$ cat src/hw/lcc_regs.svh
`ifndef LCC_REGS_SVH
`define LCC_REGS_SVH

// Cluster geometry
`define LCC_NUM_CELLS 10
`define LCC_CELL_W 4
`define LCC_LUT_IN 4
`define LCC_LUT_BITS 16
`define LCC_HALF_LUT 8

// Control sources
`define LCC_NUM_LOCAL 4
`define LCC_NUM_GLOBAL 4
`define LCC_NUM_DCLK 2
`define LCC_IDX_W 2

// Cluster-wide control slots
`define LCC_NUM_CTL 8
`define LCC_MAX_CTL 6
`define LCC_CNT_W 4
`define LCC_CTL_CLK_ONE 0
`define LCC_CTL_CLK_TWO 1
`define LCC_CTL_ENA_ONE 2
`define LCC_CTL_ENA_TWO 3
`define LCC_CTL_ACLR_ONE 4
`define LCC_CTL_ACLR_TWO 5
`define LCC_CTL_SCLR 6
`define LCC_CTL_SLOAD 7

`endif

$ cat src/hw/lcc_pkg.sv
package lcc_pkg;
  `include "lcc_regs.svh"

  typedef enum logic [1:0] {LCC_NORMAL, LCC_ARITH, LCC_COUNTER} lcc_mode_t;
  typedef enum logic [1:0] {LCC_FF_D, LCC_FF_T, LCC_FF_JK, LCC_FF_SR} lcc_ff_t;
  typedef enum logic [1:0] {LCC_SRC_OFF, LCC_SRC_LOCAL, LCC_SRC_GLOBAL, LCC_SRC_DCLK} lcc_src_t;
  typedef enum logic [1:0] {LCC_AC_CLEAR, LCC_AC_PRESET, LCC_AC_LOAD} lcc_aclr_t;

  typedef struct packed {
    logic [`LCC_NUM_CELLS-1:0] q;
    logic [`LCC_NUM_CELLS-1:0] out_a;
    logic [`LCC_NUM_CELLS-1:0] out_b;
    logic [1:0] clk_prev;
    logic [`LCC_CNT_W-1:0] ctl_count;
    logic over_limit;
  } lcc_state_t;
endpackage

$ cat src/hw/lcc_ctrl.sv
`timescale 1ns/1ps
module lcc_ctrl
  import lcc_pkg::*;
(
  // Source selection per control slot
  input lcc_src_t [`LCC_NUM_CTL-1:0] ctl_src,
  input logic [`LCC_NUM_CTL-1:0][`LCC_IDX_W-1:0] ctl_idx,
  // Candidate sources
  input logic [`LCC_NUM_LOCAL-1:0] local_ctl,
  input logic [`LCC_NUM_GLOBAL-1:0] global_sig,
  input logic [`LCC_NUM_DCLK-1:0] ded_clk,
  // Resolved control lines
  output logic [`LCC_NUM_CTL-1:0] ctl_line,
  output logic [`LCC_CNT_W-1:0] ctl_count
);

  genvar g;
  generate
    for (g = 0; g < `LCC_NUM_CTL; g++)
    begin : g_slot
      logic idle_val;
      logic dclk_ok;
      // Idle enables read as active so an unused slot never freezes a cell
      assign idle_val = (g == `LCC_CTL_ENA_ONE) || (g == `LCC_CTL_ENA_TWO);
      // Sync clear cannot come from the dedicated clock pins
      assign dclk_ok = (g != `LCC_CTL_SCLR);
      always_comb
      begin
        case (ctl_src[g])
          LCC_SRC_LOCAL: ctl_line[g] = local_ctl[ctl_idx[g]];
          LCC_SRC_GLOBAL: ctl_line[g] = global_sig[ctl_idx[g]];
          LCC_SRC_DCLK: ctl_line[g] = dclk_ok ? ded_clk[ctl_idx[g][0]] : idle_val;
          default: ctl_line[g] = idle_val;
        endcase
      end
    end
  endgenerate

  always_comb
  begin
    ctl_count = 4'h0;
    for (int k = 0; k < `LCC_NUM_CTL; k++)
    begin
      if (ctl_src[k] != LCC_SRC_OFF)
      begin
        ctl_count = ctl_count + 4'h1;
      end
    end
  end

endmodule

$ cat src/hw/lcc_cell.sv
`timescale 1ns/1ps
module lcc_cell
  import lcc_pkg::*;
(
  // Cell configuration
  input lcc_mode_t mode,
  input logic [`LCC_LUT_BITS-1:0] lut_mask,
  input logic carry_as_d3,
  input logic casc_en,
  input logic casc_or,
  // Data and feedback
  input logic [`LCC_LUT_IN-1:0] data,
  input logic q,
  // Chains
  input logic carry_in,
  input logic cascade_in,
  output logic carry_out,
  output logic cascade_out,
  // Combined function result
  output logic func_out
);

  logic [3:0] idx4;
  logic [2:0] idx3;
  logic lut_res;

  always_comb
  begin
    idx4 = {carry_as_d3 ? carry_in : data[3], data[2], data[1], data[0]};
    idx3 = 3'h0;
    lut_res = 1'b0;
    carry_out = carry_in;
    case (mode)
      LCC_ARITH:
      begin
        // Sum and carry from two 3-input halves; pass-through LUT ends an adder
        idx3 = {carry_in, data[1], data[0]};
        lut_res = lut_mask[idx3];
        carry_out = lut_mask[`LCC_HALF_LUT + idx3];
      end
      LCC_COUNTER:
      begin
        // Counter enable on data0, register feedback closes the loop
        idx3 = {carry_in, data[0], q};
        lut_res = lut_mask[idx3];
        carry_out = lut_mask[`LCC_HALF_LUT + idx3];
      end
      default:
      begin
        lut_res = lut_mask[idx4];
      end
    endcase
    if (!casc_en)
    begin
      cascade_out = lut_res;
    end
    else if (casc_or)
    begin
      cascade_out = ~(~lut_res & ~cascade_in);
    end
    else
    begin
      cascade_out = lut_res & cascade_in;
    end
    func_out = cascade_out;
  end

endmodule

$ cat src/hw/lcc_cluster.sv
`timescale 1ns/1ps
module lcc_cluster
  import lcc_pkg::*;
(
  // Clock and reset
  input logic clk_sys,
  input logic reset,
  // Device-wide reset
  input logic device_wide_reset_n,
  input logic dev_reset_enable,
  // Control sources
  input logic [`LCC_NUM_LOCAL-1:0] local_ctl,
  input logic [`LCC_NUM_GLOBAL-1:0] global_sig,
  input logic [`LCC_NUM_DCLK-1:0] ded_clk,
  // Control slot selection
  input lcc_src_t [`LCC_NUM_CTL-1:0] ctl_src,
  input logic [`LCC_NUM_CTL-1:0][`LCC_IDX_W-1:0] ctl_idx,
  input logic [1:0] clk_line_fall,
  // Per-cell configuration
  input lcc_mode_t [`LCC_NUM_CELLS-1:0] cell_mode,
  input logic [`LCC_NUM_CELLS-1:0][`LCC_LUT_BITS-1:0] cell_lut_mask,
  input logic [`LCC_NUM_CELLS-1:0] cell_carry_as_d3,
  input logic [`LCC_NUM_CELLS-1:0] cell_casc_en,
  input logic [`LCC_NUM_CELLS-1:0] cell_casc_or,
  input lcc_ff_t [`LCC_NUM_CELLS-1:0] cell_ff_type,
  input logic [`LCC_NUM_CELLS-1:0] cell_reg_en,
  input logic [`LCC_NUM_CELLS-1:0] cell_clk_line,
  input logic [`LCC_NUM_CELLS-1:0] cell_aclr_en,
  input logic [`LCC_NUM_CELLS-1:0] cell_aclr_line,
  input lcc_aclr_t [`LCC_NUM_CELLS-1:0] cell_aclr_func,
  input logic [`LCC_NUM_CELLS-1:0] cell_sync_en,
  input logic [`LCC_NUM_CELLS-1:0] cell_out_a_reg,
  input logic [`LCC_NUM_CELLS-1:0] cell_out_b_reg,
  // Per-cell data
  input logic [`LCC_NUM_CELLS-1:0][`LCC_CELL_W-1:0] cell_data,
  // Chains from the cluster two places below
  input logic carry_chain_in,
  input logic cascade_chain_in,
  // Chains to the cluster two places above
  output logic carry_chain_out,
  output logic cascade_chain_out,
  // Cell outputs
  output logic [`LCC_NUM_CELLS-1:0] cell_out_a,
  output logic [`LCC_NUM_CELLS-1:0] cell_out_b,
  output logic [`LCC_NUM_CELLS-1:0] cell_q,
  // Status
  output logic [`LCC_CNT_W-1:0] ctl_in_use,
  output logic ctl_over_limit
);

  lcc_state_t s_r;
  lcc_state_t s_nxt;

  logic [`LCC_NUM_CTL-1:0] ctl_line;
  logic [`LCC_CNT_W-1:0] ctl_count;
  logic [1:0] clk_lvl;
  logic [1:0] ena_lvl;
  logic [1:0] aclr_lvl;
  logic [1:0] tick;
  logic sclr;
  logic sload;
  logic dev_rst;
  logic [`LCC_NUM_CELLS:0] carry;
  logic [`LCC_NUM_CELLS:0] casc;
  logic [`LCC_NUM_CELLS-1:0] func;
  logic [`LCC_NUM_CELLS-1:0] q_d;
  logic [`LCC_NUM_CELLS-1:0] out_a_d;
  logic [`LCC_NUM_CELLS-1:0] out_b_d;

  lcc_ctrl u_ctrl (
    .ctl_src(ctl_src),
    .ctl_idx(ctl_idx),
    .local_ctl(local_ctl),
    .global_sig(global_sig),
    .ded_clk(ded_clk),
    .ctl_line(ctl_line),
    .ctl_count(ctl_count)
  );

  // Shared control lines, one copy for all ten cells
  assign clk_lvl = {ctl_line[`LCC_CTL_CLK_TWO], ctl_line[`LCC_CTL_CLK_ONE]};
  assign ena_lvl = {ctl_line[`LCC_CTL_ENA_TWO], ctl_line[`LCC_CTL_ENA_ONE]};
  assign aclr_lvl = {ctl_line[`LCC_CTL_ACLR_TWO], ctl_line[`LCC_CTL_ACLR_ONE]};
  assign sclr = ctl_line[`LCC_CTL_SCLR];
  assign sload = ctl_line[`LCC_CTL_SLOAD];
  assign dev_rst = dev_reset_enable && !device_wide_reset_n;

  // Cluster clocks are sampled levels; each line owns one edge polarity,
  // so a clock used on both edges must be routed to both lines
  genvar l;
  generate
    for (l = 0; l < 2; l++)
    begin : g_line
      assign tick[l] = clk_line_fall[l] ? (s_r.clk_prev[l] && !clk_lvl[l])
                                        : (!s_r.clk_prev[l] && clk_lvl[l]);
    end
  endgenerate

  // Chains enter cell one and leave after cell ten
  assign carry[0] = carry_chain_in;
  assign casc[0] = cascade_chain_in;
  assign carry_chain_out = carry[`LCC_NUM_CELLS];
  assign cascade_chain_out = casc[`LCC_NUM_CELLS];

  genvar i;
  generate
    for (i = 0; i < `LCC_NUM_CELLS; i++)
    begin : g_cell
      logic q;
      logic k_in;
      logic ld_in;
      logic ff_val;
      logic sync_val;
      logic fire;
      logic aclr_hit;
      logic aclr_val;
      logic rst_val;

      assign q = s_r.q[i];
      assign k_in = cell_data[i][3];
      assign ld_in = cell_data[i][2];

      lcc_cell u_cell (
        .mode(cell_mode[i]),
        .lut_mask(cell_lut_mask[i]),
        .carry_as_d3(cell_carry_as_d3[i]),
        .casc_en(cell_casc_en[i]),
        .casc_or(cell_casc_or[i]),
        .data(cell_data[i]),
        .q(q),
        .carry_in(carry[i]),
        .cascade_in(casc[i]),
        .carry_out(carry[i+1]),
        .cascade_out(casc[i+1]),
        .func_out(func[i])
      );

      always_comb
      begin
        // Counter data comes straight from the LUT halves
        if (cell_mode[i] == LCC_COUNTER)
        begin
          ff_val = func[i];
        end
        else
        begin
          case (cell_ff_type[i])
            LCC_FF_T: ff_val = q ^ func[i];
            LCC_FF_JK: ff_val = (func[i] && !q) || (!k_in && q);
            LCC_FF_SR: ff_val = func[i] || (q && !k_in);
            default: ff_val = func[i];
          endcase
        end
      end

      // Clear ahead of load, both ahead of any cascade value
      always_comb
      begin
        if (cell_sync_en[i] && sclr)
        begin
          sync_val = 1'b0;
        end
        else if (cell_sync_en[i] && sload)
        begin
          sync_val = ld_in;
        end
        else
        begin
          sync_val = ff_val;
        end
      end

      // Enable follows whichever clock line the cell picked
      assign fire = cell_reg_en[i] && tick[cell_clk_line[i]] && ena_lvl[cell_clk_line[i]];

      // Clear lines double as async preset and async load
      assign aclr_hit = cell_aclr_en[i] && aclr_lvl[cell_aclr_line[i]];
      always_comb
      begin
        case (cell_aclr_func[i])
          LCC_AC_PRESET: aclr_val = 1'b1;
          LCC_AC_LOAD: aclr_val = ld_in;
          default: aclr_val = 1'b0;
        endcase
      end

      // On device reset, registers with aclr enabled as preset land high, a side effect of the inversion trick
      assign rst_val = cell_aclr_en[i] && (cell_aclr_func[i] == LCC_AC_PRESET);

      always_comb
      begin
        if (dev_rst)
        begin
          q_d[i] = rst_val;
        end
        else if (aclr_hit)
        begin
          q_d[i] = aclr_val;
        end
        else if (fire)
        begin
          q_d[i] = sync_val;
        end
        else
        begin
          q_d[i] = q;
        end
      end

      // Each output picks the function or the register on its own
      assign out_a_d[i] = cell_out_a_reg[i] ? q_d[i] : func[i];
      assign out_b_d[i] = cell_out_b_reg[i] ? q_d[i] : func[i];
    end
  endgenerate

  always_comb
  begin
    s_nxt = s_r;
    s_nxt.q = q_d;
    s_nxt.out_a = out_a_d;
    s_nxt.out_b = out_b_d;
    s_nxt.clk_prev = clk_lvl;
    s_nxt.ctl_count = ctl_count;
    // Over-subscription is only flagged; logic still runs as configured
    s_nxt.over_limit = (ctl_count > 4'(`LCC_MAX_CTL));
  end

  always_ff @(posedge clk_sys)
  begin
    if (reset)
    begin
      s_r <= '0;
    end
    else
    begin
      s_r <= s_nxt;
    end
  end

  assign cell_out_a = s_r.out_a;
  assign cell_out_b = s_r.out_b;
  assign cell_q = s_r.q;
  assign ctl_in_use = s_r.ctl_count;
  assign ctl_over_limit = s_r.over_limit;

endmodule

$ cat config.mk
export PLATFORM = sky130hd
export DESIGN_NAME = lcc_cluster
export DESIGN_NICKNAME = d
export VERILOG_FILES = /design/src/hw/lcc_pkg.sv /design/src/hw/lcc_ctrl.sv /design/src/hw/lcc_cell.sv /design/src/hw/lcc_cluster.sv
export VERILOG_INCLUDE_DIRS = /design/src /design/src/hw
export SDC_FILE = /design/constraint.sdc
export NUM_CORES = 1
export LEC_CHECK = 0
export BUFFER_PORTS_ARGS = -buffer_cell sky130_fd_sc_hd__buf_4
export CAP_MARGIN = 5
export CORE_AREA = 2 2 172 174
export CTS_CLUSTER_DIAMETER = 50
export DETAILED_ROUTE_END_ITERATION = 12
export DIE_AREA = 0 0 174 176
export GPL_ROUTABILITY_DRIVEN = 0
export PLACE_DENSITY = 0.55
export SLEW_MARGIN = 20
export SYNTH_ARGS = -nofsm -noshare
export SYNTH_HDL_FRONTEND = slang
export SYNTH_SLANG_ARGS = --single-unit
$ cat constraint.sdc
create_clock -name clk_sys -period 16.3 [get_ports clk_sys]
set_input_delay 3.26 -clock clk_sys [delete_from_list [all_inputs] [get_ports clk_sys]]
set_output_delay 3.26 -clock clk_sys [all_outputs]
set_load 0.02 [all_outputs]
* Yosys cells after proc, flatten, opt, wreduce, memory -nomap -nowiden *
Index checks and enable logic that the tools add are counted.

word-level totals
  register bits = 37
  input bits = 410
  output and inout port bits = 37

operators by class
  add/subtract/negate cells = 27
  $lt $le $gt $ge = 86
  eq/ne operators = 93
  mux-type cells = 374
  bitwise operators = 60
  reductions and logical operators = 138

operators by type and width
  cell                                                                             count
  32-bit by 5-bit less-than comparator with 1-bit output, second input constant    20
  1-bit 2-to-1 mux                                                                 253
  1-bit binary-select mux with 4-bit select                                        30
  2-bit equality test, second input constant                                       55
  4-bit by 3-bit adder with 5-bit output, first input constant                     20
  3-bit by 5-bit less-than comparator with 1-bit output, second input constant     20
  1-bit logical AND                                                                85
  2-bit by 1-bit equality test with 1-bit output, second input constant            38
  1-bit one-hot mux with 2 select lines                                            31
  1-bit binary-select mux with 3-bit select                                        20
  1-bit by 2-bit less-than comparator with 1-bit output, second input constant     27
  1-bit one-hot mux with 3 select lines                                            17
  4-bit by 5-bit less-than comparator with 1-bit output, second input constant     10
  1-bit binary-select mux with 2-bit select                                        16
  1-bit NOT                                                                        30
  4-bit 2-to-1 mux                                                                 7
  1-bit logical NOT                                                                25
  4-bit by 1-bit adder with 4-bit output, second input constant                    6
  2-bit by 3-bit less-than comparator with 1-bit output, second input constant     8
  1-bit AND                                                                        20
  1-bit logical OR                                                                 20
  2-bit nonzero test                                                               8
  1-bit bitwise XOR                                                                10
  4-bit by 3-bit greater-than comparator with 1-bit output, second input constant  1
  1-bit by 1-bit adder with 2-bit output, second input constant                    1

* Depth between registers and ports, before layout *
Gate-level depths: netlist of run 1.

  depth after elaboration = 64
  mapped depth = 29

* Modules after synthesis *
A second synthesis of run 1 with hierarchy kept.

unflattened totals
  cells, all modules = 1,011
  area, all modules = 9,248.9 µm²

modules (own cells, without submodules)
  module       times used  cells an instance  area an instance (µm²)
  lcc_cell     10          37                 409.1
  lcc_cluster  1           481                3,723.6
  lcc_ctrl     1           160                1,433.9

* Worst setup path before layout of run 1 *
OpenSTA, ideal clock, no wires.

  path type = input to output
  from = in cell_data[12] (netlist name)
  to = out cascade_chain_out
  arrival time = 7.815 ns
  setup slack = 5.225 ns
  stages = 19
  path through = clkbuf_1 -> mux4_2 -> a221o_1 -> mux2i_1 -> o21ba_1 -> buf_6 -> or3_1 -> buf_6 -> a21oi_2 -> o21ai_2 -> and3_4 -> buf_6 -> or4_4 -> a31oi_1 -> mux2_2 -> nor3b_2 -> nor2_1 -> a21oi_1 -> o21ai_0

on the way
  cells in the longest elaborated chain, start to end = 38
  elaborated cells between the ends (all ways) = 145
  classes of those cells = add/sub (12); mux (99); bitwise (34)

ends and longest elaborated chain
  what                                                                             RTL line           text
  start, declared                                                                  lcc_cluster.sv:35  input logic [`LCC_NUM_CELLS-1:0][`LCC_CELL_W-1:0] cell_data,
  branches (longest 37 deep; another with 4-bit by 3-bit adder with 5-bit output)  --
  1-bit 2-to-1 mux (*)                                                             lcc_cell.sv:53     if (!casc_en)
  end, declared                                                                    lcc_cluster.sv:41  output logic cascade_chain_out,

Every way passes the cells marked *. The select of a mux whose other input is x is not followed.

* Final worst setup path of run 1 *
  from = in cell_data[8] (netlist name)
  to = out cascade_chain_out

on the way
  cells in the longest elaborated chain, start to end = 43
  elaborated cells between the ends (all ways) = 167
  classes of those cells = add/sub (14); mux (114); bitwise (39)

ends and longest elaborated chain
  what                                                                             RTL line
  branches (longest 42 deep; another with 4-bit by 3-bit adder with 5-bit output)  --
  1-bit 2-to-1 mux (*)                                                             lcc_cell.sv:53

Marks and branches as above.

==> metrics.txt, run 1 <==
# TYPE chip_impl_metric gauge
chip_impl_info{name="r2r_start",value="cell_q[2]"} 1
chip_impl_metric{name="timing_max_transition_violations_final",unit=""} 0
chip_impl_metric{name="cts_inserted_buffers",unit=""} 5
chip_impl_metric{name="worst_hold_slack",unit="ps"} 981
chip_impl_metric{name="fp.coreArea",unit="µm²"} 28500
chip_impl_info{name="highest_count_cells_in_the_layout_ignoring_fill_and_taps",value="451 x buf_4, 98 x inv_1, 96 x nor2_1"} 1
chip_impl_metric{name="post-route-util",unit="%"} 43.1
chip_impl_metric{name="grt_pass1_wl",unit="mm"} 55.9
chip_impl_metric{name="synthesized_area_fraction_occupied_by_ao_oa_aoi_and_oai_cells",unit="%"} 24.7
chip_impl_metric{name="number_of_design_rule_violations_left_after_detail_routing",unit=""} 0
chip_impl_metric{name="asr_flop_ratio_synth",unit="%"} 0
chip_impl_metric{name="syn-cell-area",unit="µm²"} 8660
chip_impl_metric{name="seq_area_frac_synth",unit="%"} 8.55
chip_impl_metric{name="ant_nets",unit=""} 0
chip_impl_info{name="crit_type",value="input pin to output pin"} 1
chip_impl_metric{name="grt_max_degree",unit=""} 39
chip_impl_metric{name="vias_per_cell",unit=""} 5.47
chip_impl_metric{name="synth_edf_count",unit=""} 0
chip_impl_info{name="clock_tree.root_cell",value="clkbuf_16"} 1
chip_impl_info{name="tritoncts_clock_tree",value="yes"} 1
chip_impl_info{name="layout.cells.most_common",value="buf_4"} 1
chip_impl_metric{name="hold_viol_final",unit=""} 0
chip_impl_metric{name="achievable-frequency",unit="GHz"} 0.0860
chip_impl_metric{name="synth-simple-area-share",unit="%"} 16.3
chip_impl_metric{name="cp_data_required_time",unit="ps"} 13040
chip_impl_info{name="synth_top_family_by_area",value="multiplexers"} 1
chip_impl_metric{name="first_global_vias",unit=""} 10000
chip_impl_metric{name="die_width",unit="µm"} 174
chip_impl_metric{name="instance_count_along_the_most_critical_hold_path",unit=""} 3
chip_impl_metric{name="first_iter_violations",unit=""} 485
chip_impl_metric{name="cts.sink_count",unit=""} 37
chip_impl_metric{name="netlist-cell-type-count",unit=""} 79
chip_impl_metric{name="vdd.ir_drop.worst",unit="mV"} 0.0370
chip_impl_metric{name="yosys_register_bits",unit=""} 37
chip_impl_metric{name="synth_area_in_xor_xnor",unit="%"} 1.52
chip_impl_metric{name="ctsLongestPathBuffers",unit=""} 2
chip_impl_info{name="status",value="completed"} 1
chip_impl_metric{name="routed_wl",unit="mm"} 37.3
chip_impl_metric{name="detailedPlacementHpwl",unit="mm"} 32.0
chip_impl_info{name="yosys_most_used_dff",value="dfxtp_1"} 1
chip_impl_metric{name="globalRouteOverflowTotal",unit=""} 0
chip_impl_info{name="worst_path_max_delay_cell",value="or4_4"} 1
chip_impl_metric{name="detail_route.first_pass.iterations",unit=""} 5
chip_impl_metric{name="ff2ff_setup_slack",unit="ps"} 9670
chip_impl_metric{name="finalCritPeriodShare",unit="%"} 71.4
chip_impl_metric{name="leakagePower",unit="nW"} 5.59
chip_impl_metric{name="p_total",unit="mW"} 0.679
chip_impl_metric{name="cts_hold_repair.buffers",unit=""} 0
chip_impl_metric{name="layout.nets",unit=""} 1891
chip_impl_info{name="hold-path-endpoint",value="cell_q[6]"} 1
chip_impl_info{name="timing.critical_path.to_type",value="output pin"} 1
chip_impl_info{name="critical_path.startpoint_type",value="input pin"} 1
chip_impl_metric{name="cts-htree-levels",unit=""} 2
chip_impl_metric{name="gr-usage-all-layers",unit="%"} 23.6
chip_impl_metric{name="final.setup_skew",unit="ps"} 9.41
chip_impl_metric{name="max_stage_delay",unit="ps"} 580
chip_impl_metric{name="share_of_synthesized_area_spent_on_multiplexers",unit="%"} 31.1
chip_impl_metric{name="die_h",unit="µm"} 176
chip_impl_metric{name="p_per_area",unit="nW/µm²"} 55.2
chip_impl_metric{name="clk_latency",unit="ps"} 300
chip_impl_metric{name="post_cts.repair.setup_buffers",unit=""} 0
chip_impl_metric{name="fin_tns_setup",unit="ps"} 0
chip_impl_metric{name="fillerInstances",unit=""} 2945
chip_impl_metric{name="timing.reg2reg.worst_path_depth",unit=""} 21
chip_impl_metric{name="routed-via-count",unit=""} 9885
chip_impl_info{name="grt_setup_unrepaired",value="false"} 1
chip_impl_metric{name="flow.area_growth_from_synthesis",unit="%"} 42.0
chip_impl_metric{name="floorplan.die_area",unit="µm²"} 30600
chip_impl_info{name="holdCritStartpoint",value="cell_q[6]"} 1
chip_impl_metric{name="worstPathMaxFanout",unit=""} 9
chip_impl_metric{name="mappedNetlistNets",unit=""} 1502
chip_impl_info{name="worstReg2RegEnd",value="cell_out_b[9]"} 1
chip_impl_metric{name="setup_viol",unit=""} 0
chip_impl_metric{name="grt_antenna_before_repair",unit=""} 2
chip_impl_metric{name="avgSynthCellArea",unit="µm²"} 8.39
chip_impl_metric{name="wl_per_cell",unit="µm"} 20.6
chip_impl_metric{name="io-pin-count",unit=""} 447
chip_impl_metric{name="clk_transition_reported_paths",unit="ps"} 70
chip_impl_metric{name="post_cts_resize_count",unit=""} 0
chip_impl_metric{name="rows",unit=""} 62
chip_impl_metric{name="start_util",unit="%"} 30.3
chip_impl_metric{name="yosys_warnings",unit=""} 0
chip_impl_metric{name="io_buffers",unit=""} 446
chip_impl_metric{name="timing_worst_slew_pin_value",unit="ps"} 984
chip_impl_info{name="path_cells",value="buf_4 > mux4_2 > a221oi_1 > nand2_1 > a211oi_2 > or3_1 > a21oi_2 > o21ai_2 > a21oi_1 > or4_4 > a31oi_1 > mux2_2 > nor3b_2 > nor2_1 > a21oi_1 > o21ai_0 > buf_4"} 1
chip_impl_metric{name="timing.slew.headroom",unit="%"} 34.3
chip_impl_metric{name="share_of_final_layout_standard_cells_stronger_than_drive_strength_1",unit="%"} 41.8
chip_impl_metric{name="synthCells",unit=""} 1032
chip_impl_info{name="hold_path.class",value="flip-flop to flip-flop"} 1
chip_impl_metric{name="synth_fa_ha_area_share",unit="%"} 8.67
chip_impl_metric{name="critPathArrivalTime",unit="ps"} 8370
chip_impl_metric{name="finalCriticalPeriod",unit="ps"} 11630
chip_impl_metric{name="cap_viol_max_count",unit=""} 0
## worst max-delay path by stage
stage,start,endpoint,slack (ps),cells past startpoint
2_1_floorplan,cell_data[12],cascade_chain_out,5220,19
3_3_place_gp,cell_data[8],cascade_chain_out,4780,17
3_5_place_dp,cell_mode[0],cascade_chain_out,4680,20
4_1_cts,cell_data[8],cascade_chain_out,4680,17
5_1_grt,cell_mode[0],cascade_chain_out,4210,20
6_report,cell_data[8],cascade_chain_out,4670,17
## Yosys cell counts (6+ instances only)
cell | count | share of area (%)
a31o_2 | 7 | 0.71
inv_1 | 98 | 4.2
a31oi_1 | 19 | 1.4
clkbuf_1 | 27 | 1.2
nand2_1 | 72 | 3.1
o21a_1 | 6 | 0.52
dfxtp_1 | 37 | 8.6
nand2b_1 | 16 | 1.2
a211oi_1 | 20 | 1.7
mux2i_1 | 52 | 6.0
buf_4 | 34 | 2.9
xor2_1 | 7 | 0.71
xnor2_1 | 8 | 0.81
mux4_2 | 91 | 24
mux2_2 | 11 | 1.4
o22ai_1 | 20 | 1.4
a22oi_1 | 20 | 1.7
nor3b_1 | 10 | 0.87
o211ai_1 | 9 | 0.78
nor3_1 | 10 | 0.58
nor2_1 | 96 | 4.2
o21ai_0 | 52 | 3.0
ha_1 | 60 | 8.7
and3_1 | 7 | 0.51
nand3_1 | 21 | 1.2
nand4_1 | 9 | 0.65
a221oi_1 | 10 | 1.0
and2_1 | 6 | 0.43
a21oi_1 | 62 | 3.6
a311oi_1 | 7 | 0.71
nand3b_1 | 6 | 0.52
nor2b_1 | 20 | 1.4
a21o_1 | 10 | 0.87
## where the power goes
group,internal [mW],leakage (nW),switching (mW)
Clock,0.0563,0.0696,0.0467
Sequential,0.103,0.305,0.00873
Combinational,0.228,5.22,0.235
Total,0.388,5.59,0.291
## per-layer routing
metal / wire, µm / GRT usage, %
met1: 14700 / 27.9
met2: 18100 / 41.6
met3: 2960 / 5.32
met4: 1480 / 9.24
met5: 0 / 0
## kinds of logic (layout without fill, tap and decap cells)
logic type | Yosys count | in the layout
AO/OA/AOI/OAI | 308 | 308
AND/OR/NAND/NOR | 291 | 291
buffers and inverters | 167 | 557
multiplexers | 154 | 154
adder cells (fa/ha/maj) | 60 | 60
flip-flops | 37 | 37
XOR/XNOR | 15 | 15
other | 0 | 1
## metrics by stage
step                      cell area, µm²  worst slack (ps)  instances
after detailed placement           12200              4680       1798
final                              12300              4670       1807
after global routing               12300              4210       1807
after global placement             12200              4780       1798
after floorplan                     8660              5220       1032
after CTS                          12300              4680       1806
## worst max-delay path: cells and delay by family
kind | cells | cell delay [ps]
compound gates | 8 | 2340
simple gates | 5 | 1500
mux | 2 | 900
buf+inv | 2 | 340
## area by class of cell
type	instances	area [µm²]	area share, %
clock inverter	3	17.5	0.142
timing repair buffer	451	3390	27.5
multi-input combinational	828	7180	58.4
sequential	37	741	6.02
tap	384	480	3.91
clock buffer	5	125	1.02
inverter	98	368	2.99
antenna	1	2.50	0.0204
Note: power is estimated with default switching activity, not from simulation.
==> run 2, diff against run 1 <==
--- a/config.mk
+++ b/config.mk
@@ -6,14 +6,15 @@
 export SDC_FILE = /design/constraint.sdc
 export NUM_CORES = 1
 export LEC_CHECK = 0
+export ABC_AREA = 1
 export BUFFER_PORTS_ARGS = -buffer_cell sky130_fd_sc_hd__buf_4
 export CAP_MARGIN = 5
-export CORE_AREA = 2 2 172 174
+export CORE_AREA = 2 2 175 177
 export CTS_CLUSTER_DIAMETER = 50
 export DETAILED_ROUTE_END_ITERATION = 12
-export DIE_AREA = 0 0 174 176
+export DIE_AREA = 0 0 177 179
 export GPL_ROUTABILITY_DRIVEN = 0
-export PLACE_DENSITY = 0.55
+export PLACE_DENSITY = 0.57
 export SLEW_MARGIN = 20
 export SYNTH_ARGS = -nofsm -noshare
 export SYNTH_HDL_FRONTEND = slang
==> constraint.sdc (replaced) <==
create_clock -name clk_sys -period 10.44 [get_ports clk_sys]
set_input_delay 2.088 -clock clk_sys [delete_from_list [all_inputs] [get_ports clk_sys]]
set_output_delay 2.088 -clock clk_sys [all_outputs]
set_load 0.02 [all_outputs]
==> run 2 against run 1 <==
Compared with the run above:
- final area is 2.4% higher
- register-to-register slack got worse by 3700 ps
- worst setup slack got worse by 1600 ps
- via count up 24%
- largest power group unchanged
==> metrics.txt, run 2 <==
# TYPE chip_impl_metric gauge
chip_impl_metric{name="leakagePower",unit="nW"} 6.77
chip_impl_info{name="yosys-top-cells-count",value="386 x nand2_1, 252 x inv_1, 169 x o21ai_0, 167 x nand3_1, 144 x a21oi_1"} 1
chip_impl_metric{name="synth_top_area_share",unit="%"} 16.1
chip_impl_metric{name="routed_wl",unit="mm"} 41.3
chip_impl_metric{name="final_area",unit="µm²"} 12600
chip_impl_info{name="layout.cells.most_common",value="buf_4"} 1
chip_impl_metric{name="critPathArrivalTime",unit="ps"} 5280
chip_impl_metric{name="finalCriticalPeriod",unit="ps"} 7370
chip_impl_info{name="hold_path.class",value="flip-flop to flip-flop"} 1
chip_impl_metric{name="yosys_warnings",unit=""} 0
chip_impl_info{name="yosys_most_used_dff",value="dfxtp_1"} 1
chip_impl_metric{name="synth_fa_ha_area_share",unit="%"} 8.36
chip_impl_metric{name="ant_nets",unit=""} 0
chip_impl_metric{name="syn-cell-area",unit="µm²"} 8980
chip_impl_metric{name="first_iter_violations",unit=""} 754
chip_impl_metric{name="flow.area_growth_from_synthesis",unit="%"} 40.2
chip_impl_metric{name="fin_tns_setup",unit="ps"} 0
chip_impl_metric{name="globalRouteOverflowTotal",unit=""} 0
chip_impl_metric{name="ff2ff_setup_slack",unit="ps"} 5970
chip_impl_metric{name="finalCritPeriodShare",unit="%"} 70.6
chip_impl_metric{name="detailed_place.area",unit="µm²"} 12400
chip_impl_info{name="synth.largest_area_cell",value="nand2_1"} 1
chip_impl_metric{name="synth-simple-area-share",unit="%"} 37.1
chip_impl_metric{name="grt_pass1_wl",unit="mm"} 61.6
chip_impl_metric{name="detailedPlace.worstSlack",unit="ps"} 3100
chip_impl_metric{name="wl_per_cell",unit="µm"} 17.2
chip_impl_metric{name="number_of_design_rule_violations_left_after_detail_routing",unit=""} 0
chip_impl_metric{name="mappedNetlistNets",unit=""} 2080
chip_impl_metric{name="rows",unit=""} 64
chip_impl_metric{name="cts.sink_count",unit=""} 37
chip_impl_metric{name="start_util",unit="%"} 29.9
chip_impl_metric{name="yosys_register_bits",unit=""} 37
chip_impl_metric{name="comb_power_share",unit="%"} 67.5
chip_impl_metric{name="timing.reg2reg.worst_path_depth",unit=""} 33
chip_impl_metric{name="final.setup_skew",unit="ps"} 11.2
chip_impl_info{name="r2r_start",value="cell_q[1]"} 1
chip_impl_metric{name="cts_hold_repair.buffers",unit=""} 0
chip_impl_info{name="crit_type",value="input pin to output pin"} 1
chip_impl_metric{name="post_cts.repair.setup_buffers",unit=""} 0
chip_impl_metric{name="max_stage_delay",unit="ps"} 220
chip_impl_metric{name="fp.coreArea",unit="µm²"} 30000
chip_impl_info{name="clock_tree.root_cell",value="clkbuf_16"} 1
chip_impl_metric{name="synthesized_area_fraction_occupied_by_ao_oa_aoi_and_oai_cells",unit="%"} 29.3
chip_impl_info{name="synth.most_common_cell",value="nand2_1"} 1
chip_impl_metric{name="cellInternalPower",unit="mW"} 0.546
chip_impl_metric{name="routed-via-count",unit=""} 12200
chip_impl_metric{name="gr-usage-all-layers",unit="%"} 24.8
chip_impl_metric{name="vdd.ir_drop.worst",unit="mV"} 0.0517
chip_impl_metric{name="share_of_synthesized_area_spent_on_multiplexers",unit="%"} 0.460
chip_impl_metric{name="total_switching_power",unit="mW"} 0.498
chip_impl_info{name="grt_setup_unrepaired",value="false"} 1
chip_impl_metric{name="clk_transition_reported_paths",unit="ps"} 70
chip_impl_metric{name="layout.nets",unit=""} 2471
chip_impl_metric{name="asr_flop_ratio_synth",unit="%"} 0
chip_impl_metric{name="floorplan.die_area",unit="µm²"} 31700
chip_impl_info{name="worst_path_max_delay_cell",value="nand3_1"} 1
chip_impl_metric{name="instance_count_along_the_most_critical_hold_path",unit=""} 6
chip_impl_metric{name="swShare",unit="%"} 47.7
chip_impl_metric{name="io_buffers",unit=""} 446
chip_impl_metric{name="detailedPlacementHpwl",unit="mm"} 34.6
chip_impl_metric{name="achievable-frequency",unit="GHz"} 0.136
chip_impl_metric{name="share_of_final_layout_standard_cells_stronger_than_drive_strength_1",unit="%"} 27.2
chip_impl_info{name="yosys-top-cells-area",value="nand2_1 16%, inv_1 11%, o21ai_0 9.4%"} 1
chip_impl_metric{name="grt_max_degree",unit=""} 24
chip_impl_metric{name="synthCells",unit=""} 1610
chip_impl_metric{name="ctsLongestPathBuffers",unit=""} 2
chip_impl_metric{name="seq_area_frac_synth",unit="%"} 8.25
chip_impl_metric{name="timing.slew.headroom",unit="%"} 26.3
chip_impl_metric{name="worst_path_bufs_invs",unit=""} 4
chip_impl_metric{name="clock_power_share",unit="%"} 15.7
chip_impl_metric{name="cap_viol_max_count",unit=""} 0
chip_impl_metric{name="cts_inserted_buffers",unit=""} 5
chip_impl_metric{name="die_width",unit="µm"} 177
chip_impl_metric{name="synth_area_in_xor_xnor",unit="%"} 0.878
chip_impl_metric{name="hold_viol_final",unit=""} 0
chip_impl_metric{name="cts-htree-levels",unit=""} 2
chip_impl_metric{name="vias_per_cell",unit=""} 5.10
chip_impl_info{name="critical_path.startpoint_type",value="input pin"} 1
chip_impl_metric{name="worstPathMaxFanout",unit=""} 13
chip_impl_metric{name="p_total",unit="mW"} 1.04
chip_impl_metric{name="grt_antenna_before_repair",unit=""} 1
chip_impl_metric{name="timing_worst_slew_pin_value",unit="ps"} 1100
chip_impl_metric{name="setup_viol",unit=""} 0
chip_impl_info{name="critical_path.top_delay_family",value="simple AND/OR/NAND/NOR gates"} 1
chip_impl_info{name="holdCritStartpoint",value="cell_q[9]"} 1
chip_impl_metric{name="worst_hold_slack",unit="ps"} 813
chip_impl_metric{name="timing_max_transition_violations_final",unit=""} 0
chip_impl_metric{name="detail_route.first_pass.iterations",unit=""} 5
chip_impl_info{name="worstReg2RegEnd",value="cell_out_a[9]"} 1
chip_impl_metric{name="p_per_area",unit="nW/µm²"} 83.0
chip_impl_info{name="highest_count_cells_in_the_layout_ignoring_fill_and_taps",value="450 x buf_4, 386 x nand2_1, 252 x inv_1"} 1
chip_impl_metric{name="avgSynthCellArea",unit="µm²"} 5.58
chip_impl_metric{name="clk_latency",unit="ps"} 300
chip_impl_metric{name="fin_ws",unit="ps"} 3070
chip_impl_metric{name="post_cts_resize_count",unit=""} 0
chip_impl_metric{name="io-pin-count",unit=""} 447
chip_impl_metric{name="first_global_vias",unit=""} 11700
chip_impl_metric{name="die_h",unit="µm"} 179
chip_impl_info{name="crit_path_frequent_cell",value="nand2_1"} 1
chip_impl_info{name="hold-path-endpoint",value="cell_q[9]"} 1
chip_impl_info{name="status",value="completed"} 1
chip_impl_info{name="tritoncts_clock_tree",value="yes"} 1
chip_impl_metric{name="netlist-cell-type-count",unit=""} 56
chip_impl_info{name="timing.critical_path.to_type",value="output pin"} 1
chip_impl_metric{name="cp_data_required_time",unit="ps"} 8350
chip_impl_metric{name="seq_power_share",unit="%"} 16.8
chip_impl_info{name="synth_top_family_by_area",value="simple AND/OR/NAND/NOR gates"} 1
chip_impl_metric{name="synth_edf_count",unit=""} 0
## run 2: changes by cell type in the layout (fill, tap and decap cells not counted), moves of 18 or more
| cell | previous run | this run |
|---|---|---|
| nand2_1 | 72 | 386 |
| inv_1 | 98 | 252 |
| nand3_1 | 21 | 167 |
| o21ai_0 | 52 | 169 |
| mux4_2 | 91 | 0 |
| a21oi_1 | 61 | 143 |
| o211ai_1 | 9 | 74 |
| mux2i_1 | 52 | 3 |
| nand2_2 | 0 | 27 |
| a22oi_1 | 20 | 1 |
| nor2b_1 | 19 | 0 |
| a211oi_1 | 20 | 2 |
| nand3_2 | 0 | 18 |
## run 2: worst min-delay path, stage by stage, from the launching register on
cell	delay, ps
dfxtp_1	380
nand2_1	90
nand2_1	50
nand2_1	50
nand2_1	50
nand2_2	100
nor2_1	50
## run 2: per-layer routing
layer / wire length, µm / track usage [%] / share of wire (%) / up-vias
li1: - / - / - / 6146
met1: 16800 / 30.1 / 41 / 5520
met2: 20200 / 44.4 / 49 / 519
met3: 3320 / 4.98 / 8.0 / 57
met4: 1030 / 6.61 / 2.5 / 2
met5: 16 / 0 / 0.039 / -
## run 2: worst max path at each step
| stage | from | endpoint | cells after the start |
|---|---|---|---|
| finish | cell_data[4] | cascade_chain_out | 28 |
| global route | cell_data[0] | cascade_chain_out | 28 |
| detailed placement | cell_data[4] | cascade_chain_out | 28 |
| CTS | cell_data[4] | cascade_chain_out | 28 |
| floorplan | cell_data[0] | cascade_chain_out | 29 |
| global placement | cell_data[4] | cascade_chain_out | 25 |
## run 2: area by class of cell
type,instances,area [µm²]
fillers,3261,17400
multi-input cells,1246,6840
repair buffers,450,3380
inverters,261,987
flip-flops and latches,37,741
well taps,396,495
clock buffers,6,129
clock inverters,2,10.0
diodes,1,2.50
## run 2: metrics by stage
step | instances | util [%]
after CTS | 2398 | 41.9
after global placement | 2390 | 41.4
final | 2399 | 41.9
after floorplan | 1610 | -
after global routing | 2398 | 41.9
after detailed placement | 2390 | 41.4
## run 2: cells by family after synthesis
logic type | after synthesis
XOR/XNOR | 9
buffers and inverters | 327
adder cells (fa/ha/maj) | 60
multiplexers | 4
AND/OR/NAND/NOR | 724
AO/OA/AOI/OAI | 449
flip-flops | 37
## run 2: power by group through the flow
stage | Clock, mW | Combinational, mW | Sequential [mW]
finish | 0.164 | 0.706 | 0.176
global route | 0.172 | 0.789 | 0.178
CTS | 0.169 | 0.706 | 0.175
detailed placement | 0 | 0.703 | 0.178
global placement | 0 | 0.693 | 0.178
floorplan | 0 | 0.436 | 0.171
